==> config.mk <==
export PLATFORM = sky130hd
export DESIGN_NAME = mfid_top
export DESIGN_NICKNAME = d
export VERILOG_FILES = /design/src/mfid_pkg.sv /design/src/mfid_id_if.sv /design/src/mfid_feat_word.sv /design/src/mfid_bw_word.sv /design/src/mfid_top.sv
export SDC_FILE = /design/constraint.sdc
export NUM_CORES = 1
export LEC_CHECK = 0
export ABC_AREA = 1
export CORE_MARGIN = 4
export CORE_UTILIZATION = 65
export CTS_CLUSTER_DIAMETER = 120
export DETAILED_ROUTE_END_ITERATION = 16
export DONT_BUFFER_PORTS = 1
export GPL_TIMING_DRIVEN = 0
export PLACE_DENSITY = 0.81
export SKIP_CTS_REPAIR_TIMING = 1
export SLEW_MARGIN = 20
export SYNTH_ARGS = -nofsm -noshare
export SYNTH_HDL_FRONTEND = slang
export SYNTH_SLANG_ARGS = --single-unit
==> constraint.sdc <==
create_clock -name mclk -period 17.45 [get_ports mclk]
set_input_delay 0.8725 -clock mclk [delete_from_list [all_inputs] [get_ports mclk]]
set_output_delay 0.8725 -clock mclk [all_outputs]
set_load 0.01 [all_outputs]
==> src/mfid_pkg.sv <==
package mfid_pkg;

    // ****************************************************************
    // Bus shape
    // ****************************************************************
    localparam int MFID_AW = 12;
    localparam int MFID_DW = 32;
    localparam int MFID_NUM_PAGES = 4;

    // ****************************************************************
    // Register offsets within one feature page
    // ****************************************************************
    localparam logic [MFID_AW-1:0] MFID_OFF_FEAT_ID = 12'h080;
    localparam logic [MFID_AW-1:0] MFID_OFF_BW_ID = 12'h090;
    localparam logic [MFID_AW-1:0] MFID_OFF_PART_SEL = 12'h100;
    localparam logic [MFID_AW-1:0] MFID_OFF_MON_SEL = 12'h104;

    // ****************************************************************
    // Field layout of the monitoring feature word
    // ****************************************************************
    localparam int MFID_B_LOCAL_CAPT = 31;
    localparam int MFID_B_NO_WIRED_IRQ = 30;
    localparam int MFID_B_MSG_IRQ = 29;
    localparam int MFID_B_OFLW_SR = 28;
    localparam int MFID_B_BW_MON = 17;
    localparam int MFID_B_CSU_MON = 16;

    // ****************************************************************
    // Selector registers and instances
    // ****************************************************************
    localparam int MFID_INST_W = 4;
    localparam int MFID_INST_LSB = 24;
    localparam int MFID_NUM_INST = 4;
    localparam int MFID_SEL_W = 2;
    localparam int MFID_ID_W = 16;
    localparam int MFID_MON_CNT_W = 16;
    localparam logic [MFID_INST_W-1:0] MFID_INST_LIMIT = 4'h4;
    localparam logic [MFID_INST_W-1:0] MFID_INST_ZERO = 4'h0;
    localparam logic [MFID_ID_W-1:0] MFID_ID_RST = 16'h0000;
    localparam logic [MFID_DW-1:0] MFID_WORD_ZERO = 32'h00000000;

    typedef enum logic [1:0] {
        MFID_PG_SECURE = 2'h0,
        MFID_PG_NONSECURE = 2'h1,
        MFID_PG_ROOT = 2'h2,
        MFID_PG_REALM = 2'h3
    } mfid_page_e;

endpackage

==> src/mfid_id_if.sv <==
`timescale 1ns/1ps
interface mfid_id_if;
    import mfid_pkg::*;
    logic [MFID_INST_W-1:0] inst;
    logic [MFID_DW-1:0] feat_word;
    logic [MFID_DW-1:0] bw_word;

    modport host (output inst, input feat_word, input bw_word);
    modport feat (input inst, output feat_word);
    modport bw (input inst, output bw_word);
endinterface

==> src/mfid_feat_word.sv <==
`timescale 1ns/1ps
module mfid_feat_word #(
    parameter bit MON_PRESENT = 1'b1,
    parameter bit V11 = 1'b1,
    parameter bit LOCAL_CAPT = 1'b1,
    parameter bit NO_WIRED_IRQ = 1'b0,
    parameter bit MSG_IRQ = 1'b1,
    parameter bit OFLW_SR = 1'b1,
    parameter logic [3:0] BW_MASK = 4'hF,
    parameter logic [3:0] CSU_MASK = 4'h5
) (
    mfid_id_if.feat idf
);
    import mfid_pkg::*;

    logic inst_ok;
    logic [MFID_DW-1:0] word;

    assign inst_ok = idf.inst < MFID_INST_LIMIT;

    always_comb begin
        word = MFID_WORD_ZERO;
        if (MON_PRESENT) begin
            word[MFID_B_LOCAL_CAPT] = LOCAL_CAPT;
            // Overflow capability bits exist only with the v1.1 extension
            if (V11) begin
                word[MFID_B_NO_WIRED_IRQ] = NO_WIRED_IRQ;
                word[MFID_B_MSG_IRQ] = MSG_IRQ;
                word[MFID_B_OFLW_SR] = OFLW_SR;
            end
            // Unimplemented instances report neither bandwidth nor CSU monitoring
            if (inst_ok) begin
                word[MFID_B_BW_MON] = BW_MASK[idf.inst[MFID_SEL_W-1:0]];
                word[MFID_B_CSU_MON] = CSU_MASK[idf.inst[MFID_SEL_W-1:0]];
            end
        end
    end

    assign idf.feat_word = word;
endmodule // mfid_feat_word

==> src/mfid_bw_word.sv <==
`timescale 1ns/1ps
module mfid_bw_word #(
    parameter bit MON_PRESENT = 1'b1,
    parameter logic [3:0] BW_MASK = 4'hF,
    parameter logic [63:0] MON_COUNTS = 64'h0004000800100020
) (
    mfid_id_if.bw idb
);
    import mfid_pkg::*;

    logic [MFID_SEL_W-1:0] sel;
    logic present;
    logic [MFID_MON_CNT_W-1:0] count;

    assign sel = idb.inst[MFID_SEL_W-1:0];
    assign present = MON_PRESENT && (idb.inst < MFID_INST_LIMIT) && BW_MASK[sel];
    assign count = MON_COUNTS[sel*MFID_MON_CNT_W +: MFID_MON_CNT_W];

    always_comb begin
        idb.bw_word = MFID_WORD_ZERO;
        // Absent bandwidth monitoring leaves the whole word at zero
        if (present) begin
            idb.bw_word[MFID_MON_CNT_W-1:0] = count;
        end
    end
endmodule // mfid_bw_word

==> src/mfid_top.sv <==
`timescale 1ns/1ps
module mfid_top #(
    parameter bit MON_PRESENT = 1'b1,
    parameter bit MULTI_INST = 1'b1,
    parameter bit REALM_EXT = 1'b1,
    parameter bit V11 = 1'b1,
    parameter bit LOCAL_CAPT = 1'b1,
    parameter bit NO_WIRED_IRQ = 1'b0,
    parameter bit MSG_IRQ = 1'b1,
    parameter bit OFLW_SR = 1'b1,
    parameter logic [3:0] BW_MASK = 4'hF,
    parameter logic [3:0] CSU_MASK = 4'h5,
    parameter logic [63:0] MON_COUNTS = 64'h0004000800100020
) (
    input wire logic mclk,
    input wire logic rst_b,
    input wire logic req_valid,
    input wire logic req_write,
    input wire mfid_pkg::mfid_page_e req_page,
    input wire logic [mfid_pkg::MFID_AW-1:0] req_addr,
    input wire logic [mfid_pkg::MFID_DW-1:0] req_wdata,
    output logic rsp_valid,
    output logic [mfid_pkg::MFID_DW-1:0] rsp_rdata,
    output logic rsp_wr_ignored,
    output logic oflw_wired_irq_en,
    output logic oflw_msg_irq_en
);
    import mfid_pkg::*;

    // ****************************************************************
    // Reset release
    // ****************************************************************
    logic rst_meta_r;
    logic rst_sync_b_r;

    always_ff @(posedge mclk or negedge rst_b) begin
        if (!rst_b) begin
            rst_meta_r <= 1'b0;
            rst_sync_b_r <= 1'b0;
        end else begin
            rst_meta_r <= 1'b1;
            rst_sync_b_r <= rst_meta_r;
        end
    end

    // ****************************************************************
    // Request decode
    // ****************************************************************
    logic page_ok;
    logic hit_feat;
    logic hit_bw;
    logic hit_part;
    logic hit_mon;
    logic rd_req;
    logic wr_req;

    // Root and realm pages only answer when the realm extension exists
    assign page_ok = REALM_EXT || (req_page == MFID_PG_SECURE) ||
                     (req_page == MFID_PG_NONSECURE);
    assign hit_feat = page_ok && (req_addr == MFID_OFF_FEAT_ID);
    assign hit_bw = page_ok && (req_addr == MFID_OFF_BW_ID);
    assign hit_part = page_ok && (req_addr == MFID_OFF_PART_SEL);
    assign hit_mon = page_ok && (req_addr == MFID_OFF_MON_SEL);
    assign rd_req = req_valid && !req_write;
    assign wr_req = req_valid && req_write;

    // ****************************************************************
    // Per-page selector registers
    // ****************************************************************
    logic [MFID_INST_W-1:0] part_inst_r [MFID_NUM_PAGES];
    logic [MFID_ID_W-1:0] part_id_r [MFID_NUM_PAGES];
    logic [MFID_INST_W-1:0] mon_inst_r [MFID_NUM_PAGES];
    logic [MFID_ID_W-1:0] mon_sel_r [MFID_NUM_PAGES];

    // Each page keeps its own selectors, so copies may differ per page
    for (genvar pg = 0; pg < MFID_NUM_PAGES; pg++) begin : g_page
        logic page_hit;
        assign page_hit = wr_req && (req_page == mfid_page_e'(pg));

        always_ff @(posedge mclk or negedge rst_sync_b_r) begin
            if (!rst_sync_b_r) begin
                part_inst_r[pg] <= MFID_INST_ZERO;
                part_id_r[pg] <= MFID_ID_RST;
            end else if (page_hit && hit_part) begin
                // Instance field is held at zero on single-instance parts
                part_inst_r[pg] <= MULTI_INST ?
                    req_wdata[MFID_INST_LSB +: MFID_INST_W] : MFID_INST_ZERO;
                part_id_r[pg] <= req_wdata[MFID_ID_W-1:0];
            end
        end

        always_ff @(posedge mclk or negedge rst_sync_b_r) begin
            if (!rst_sync_b_r) begin
                mon_inst_r[pg] <= MFID_INST_ZERO;
                mon_sel_r[pg] <= MFID_ID_RST;
            end else if (page_hit && hit_mon) begin
                mon_inst_r[pg] <= req_wdata[MFID_INST_LSB +: MFID_INST_W];
                mon_sel_r[pg] <= req_wdata[MFID_ID_W-1:0];
            end
        end
    end

    // ****************************************************************
    // Identification words
    // ****************************************************************
    mfid_id_if idw ();

    // Only the partition-select instance steers the ID words
    assign idw.inst = part_inst_r[req_page];

    mfid_feat_word #(
        .MON_PRESENT(MON_PRESENT),
        .V11(V11),
        .LOCAL_CAPT(LOCAL_CAPT),
        .NO_WIRED_IRQ(NO_WIRED_IRQ),
        .MSG_IRQ(MSG_IRQ),
        .OFLW_SR(OFLW_SR),
        .BW_MASK(BW_MASK),
        .CSU_MASK(CSU_MASK)
    ) u_feat (
        .idf(idw.feat)
    );

    mfid_bw_word #(
        .MON_PRESENT(MON_PRESENT),
        .BW_MASK(BW_MASK),
        .MON_COUNTS(MON_COUNTS)
    ) u_bw (
        .idb(idw.bw)
    );

    // ****************************************************************
    // Read data selection
    // ****************************************************************
    logic [MFID_DW-1:0] rdata_nxt;

    always_comb begin
        rdata_nxt = MFID_WORD_ZERO;
        if (hit_feat) begin
            rdata_nxt = idw.feat_word;
        end else if (hit_bw) begin
            rdata_nxt = idw.bw_word;
        end else if (hit_part) begin
            rdata_nxt[MFID_INST_LSB +: MFID_INST_W] = part_inst_r[req_page];
            rdata_nxt[MFID_ID_W-1:0] = part_id_r[req_page];
        end else if (hit_mon) begin
            rdata_nxt[MFID_INST_LSB +: MFID_INST_W] = mon_inst_r[req_page];
            rdata_nxt[MFID_ID_W-1:0] = mon_sel_r[req_page];
        end
    end

    // ****************************************************************
    // Response
    // ****************************************************************
    always_ff @(posedge mclk or negedge rst_sync_b_r) begin
        if (!rst_sync_b_r) begin
            rsp_valid <= 1'b0;
        end else begin
            rsp_valid <= req_valid;
        end
    end

    always_ff @(posedge mclk or negedge rst_sync_b_r) begin
        if (!rst_sync_b_r) begin
            rsp_rdata <= MFID_WORD_ZERO;
        end else if (rd_req) begin
            rsp_rdata <= rdata_nxt;
        end else if (wr_req) begin
            rsp_rdata <= MFID_WORD_ZERO;
        end
    end

    // A write to either ID word or an unmapped slot changes nothing
    always_ff @(posedge mclk or negedge rst_sync_b_r) begin
        if (!rst_sync_b_r) begin
            rsp_wr_ignored <= 1'b0;
        end else begin
            rsp_wr_ignored <= wr_req && !hit_part && !hit_mon;
        end
    end

    // ****************************************************************
    // Overflow signalling capability
    // ****************************************************************
    // The overflow logic elsewhere in the component gates its interrupt
    // paths with these, so what it does matches bit 29 always, and bit 30 only with monitoring and the v1.1 extension present.
    always_ff @(posedge mclk or negedge rst_sync_b_r) begin
        if (!rst_sync_b_r) begin
            oflw_wired_irq_en <= 1'b0;
            oflw_msg_irq_en <= 1'b0;
        end else begin
            oflw_wired_irq_en <= MON_PRESENT && V11 && !NO_WIRED_IRQ;
            oflw_msg_irq_en <= MON_PRESENT && V11 && MSG_IRQ;
        end
    end

endmodule // mfid_top

==> results_dict.tcl <==
set metrics [dict create \
    dp_hpwl_microns 15680 \
    grt_pass1_wl_microns 36510 \
    die_area_sq_um 14980 \
    dp.cells 1226 \
    netlist_instances 1044 \
    hold_path.class "in -> async" \
    crit_required_ns 17.82 \
    design_area_sq_um 9358 \
    avgRoutedWirePerCell_microns 18.07 \
    chipWidth_microns 122.4 \
    use_met3_pct 8.756 \
    path_clk_slew_ns 0.06 \
    critical_path.top_delay_family "simple AND/OR/NAND/NOR gates" \
    critPathSlowestCell "buf_2" \
    n_antenna_cell 0 \
    yosys_warnings 0 \
    crit_top_cell "nand2_1" \
    rsz0062_at_grt "no" \
    syn_area_sq_um 8503 \
    htree_levels 4 \
    drt-initial-drc-count 693 \
    vias 7266 \
    nNetsFinal 1123 \
    core_sq_um 12720 \
    r2r_setup_slack_ns 16.08 \
    final_max_slew_viol_count 0 \
    io-pin-count 86 \
    cp-start-kind "input port" \
    setup-tns-final_ns 0 \
    dr.pass1.iters 5 \
    final_cells 1257 \
    grtUsageMet1_pct 45.23 \
    io_buffers 0 \
    setup_violations 0 \
    tritoncts "done" \
    fin_skew_ns 0.009553 \
    final_util_pct 73.55 \
    cts_buffer_depth 2 \
    drt-total-wl_microns 22710 \
    hold_ws_ns 0.1307 \
    busiest_layer "met2" \
    outcome "complete, no violations" \
    placementRows 41 \
    slowest_delay_ns 0.31 \
    place.gp.congestion 0.8847 \
    layout-area-overhead-vs-synth_pct 10.05 \
    vdd_drop_max_mv 0.06474 \
    grt_pass1_vias 7025 \
    clk-insertion-delay-late_ns 0.43 \
    cts_buffers 17 \
    min_period_ns 1.957 \
    overflow 0 \
    drive_gt1_share_pct 10.32 \
    syn_avg_cell_area_sq_um 8.145 \
    cellPowerDensity_nw_per_um2 89.73 \
    cap_viol_max_count 0 \
    ys_seq_area_share_pct 55.33 \
    period_share_pct 11.21 \
    tightest_slew_ns 0.7335 \
    max_freq_mhz 511.1 \
    leakage_nw 4.659 \
    r2r_start "part_inst_r[0]" \
    cp_max_fo 10 \
    path_buf_inv 2 \
    rr_worst_depth 8 \
    crit_path_cell_trace "buf_4 > nand2_1 > buf_2 > o22ai_1 > nor2_1 > nand2_1 > nand2_1 > nand2_1 > nand2_1" \
    hold_viol 0 \
    antenna_found_initial 0 \
    ys_ff_latch 188 \
    crit_arrival_ns 2.32 \
    endpoint_kind "flip-flop" \
    use_met2_pct 48.61 \
    grt_max_degree 58 \
    dpl-instance-area_sq_um 8816 \
    drc 0 \
    ys_types 28 \
    clkSinkCount 188 \
    rr_endpoint "rsp_rdata[4]" \
    start_util_pct 66.84 \
    relSlewSlack_pct 50.83 \
    cts_root_buffer "clkbuf_16" \
    via_per_inst 5.780 \
    grt_usage_pct 32.27 \
    path_class "in -> reg" \
    ant_nets 0 \
    die_y_microns 122.4 \
]
## cells in the mapped netlist
library cell | instances | share of area, %
clkbuf_1 | 8 | 0.35
buf_4 | 15 | 1.3
inv_1 | 46 | 2.0
a22oi_1 | 2 | 0.18
dfrtp_1 | 188 | 55
nand3_1 | 30 | 1.8
nor3_2 | 1 | 0.12
nor2_2 | 6 | 0.44
nor2_4 | 1 | 0.13
nor3_1 | 1 | 0.059
buf_6 | 7 | 0.93
inv_2 | 7 | 0.31
nand4_1 | 16 | 1.2
nand3_2 | 1 | 0.12
nand2_2 | 2 | 0.15
nand2_4 | 2 | 0.26
conb_1 | 2 | 0.088
clkinv_1 | 1 | 0.044
or3_1 | 1 | 0.074
nor2_1 | 34 | 1.5
or2_2 | 2 | 0.15
nor3b_1 | 1 | 0.088
o21ai_1 | 97 | 5.7
buf_2 | 35 | 2.1
nand2_1 | 442 | 20
o22ai_1 | 22 | 1.6
nor3_4 | 1 | 0.19
o21ai_0 | 73 | 4.3
## cell families after synthesis
group	count (synthesis)	share of synthesized area, %
AOI/OAI and AO/OA	194	11.80
buffers and inverters	119	7.048
DFF	188	55.33
other	2	0.08832
and+or+nand+nor	541	25.74
## metrics by stage
step / worst slack (ns) / power, mW
global placement: 9.926 / 0.4876
finish: 15.49 / 0.8397
detailed placement: 15.15 / 0.4899
CTS: 15.53 / 0.8385
floorplan: 11.82 / 0.4740
global route: 15.38 / 0.8634
## layer usage
layer	routed length, microns	part of all wire [%]
met3	2709	12
met1	9305	41
met2	10240	45
met4	453	2.0
met5	0	0
## registers in the layout, summed over array words and instances (netlist names)
signal and count:
mon_inst_r 16, rsp_wr_ignored 1, rst_sync_b_r 1, rst_meta_r 1
rsp_rdata 23, rsp_valid 1, part_id_r 64, oflw_msg_irq_en 1
part_inst_r 16, mon_sel_r 64
## worst max path at each step
stage | startpoint | end | slack, ns | depth (start not counted)
floorplan | rst_sync_b_r | mon_inst_r[0] | 11.82 | 0
global placement | rst_sync_b_r | rsp_rdata[12] | 9.93 | 0
detailed placement | req_page[0] | rsp_rdata[15] | 15.15 | 11
CTS | rsp_rdata[29] | rsp_rdata[31] | 15.53 | 1
global route | req_page[0] | mon_inst_r[12] | 15.38 | 8
finish | req_page[1] | rsp_rdata[15] | 15.49 | 9
## power by group
part           leakage, nW  internal [mW]  switching, mW  total (mW)
combinational         1.77        0.00982         0.0335      0.0433
clock                0.269          0.200          0.157       0.357
sequential            2.62          0.437        0.00268       0.439
## cell type report
type	instances	area [sq um]
clock inverter	6	36.28
inverter	54	202.7
tap	172	215.2
sequential	188	4708
fill	989	3364
clock buffer	25	505.5
multi-input combinational	744	3226
timing repair buffer	3	67.56
buffer	65	396.6
## layout by cell type (no fill, tap or decap), types with 2 or more instances in the layout
cell       count
buf_4         15
o21ai_0       73
nand4_1       16
nand2_4        2
dfrtp_1      187
buf_12         2
clkbuf_1      11
inv_2          7
buf_2         35
nor2_1        34
nor2_2         6
buf_6          7
a22oi_1        2
clkinv_2       4
o21ai_1       97
nand2_2        2
conb_1         9
o22ai_1       22
inv_1         46
or2_2          2
clkbuf_16     17
nand2_1      442
clkbuf_8       5
nand3_1       30
No activity file was read; power rests on OpenSTA's default activity.
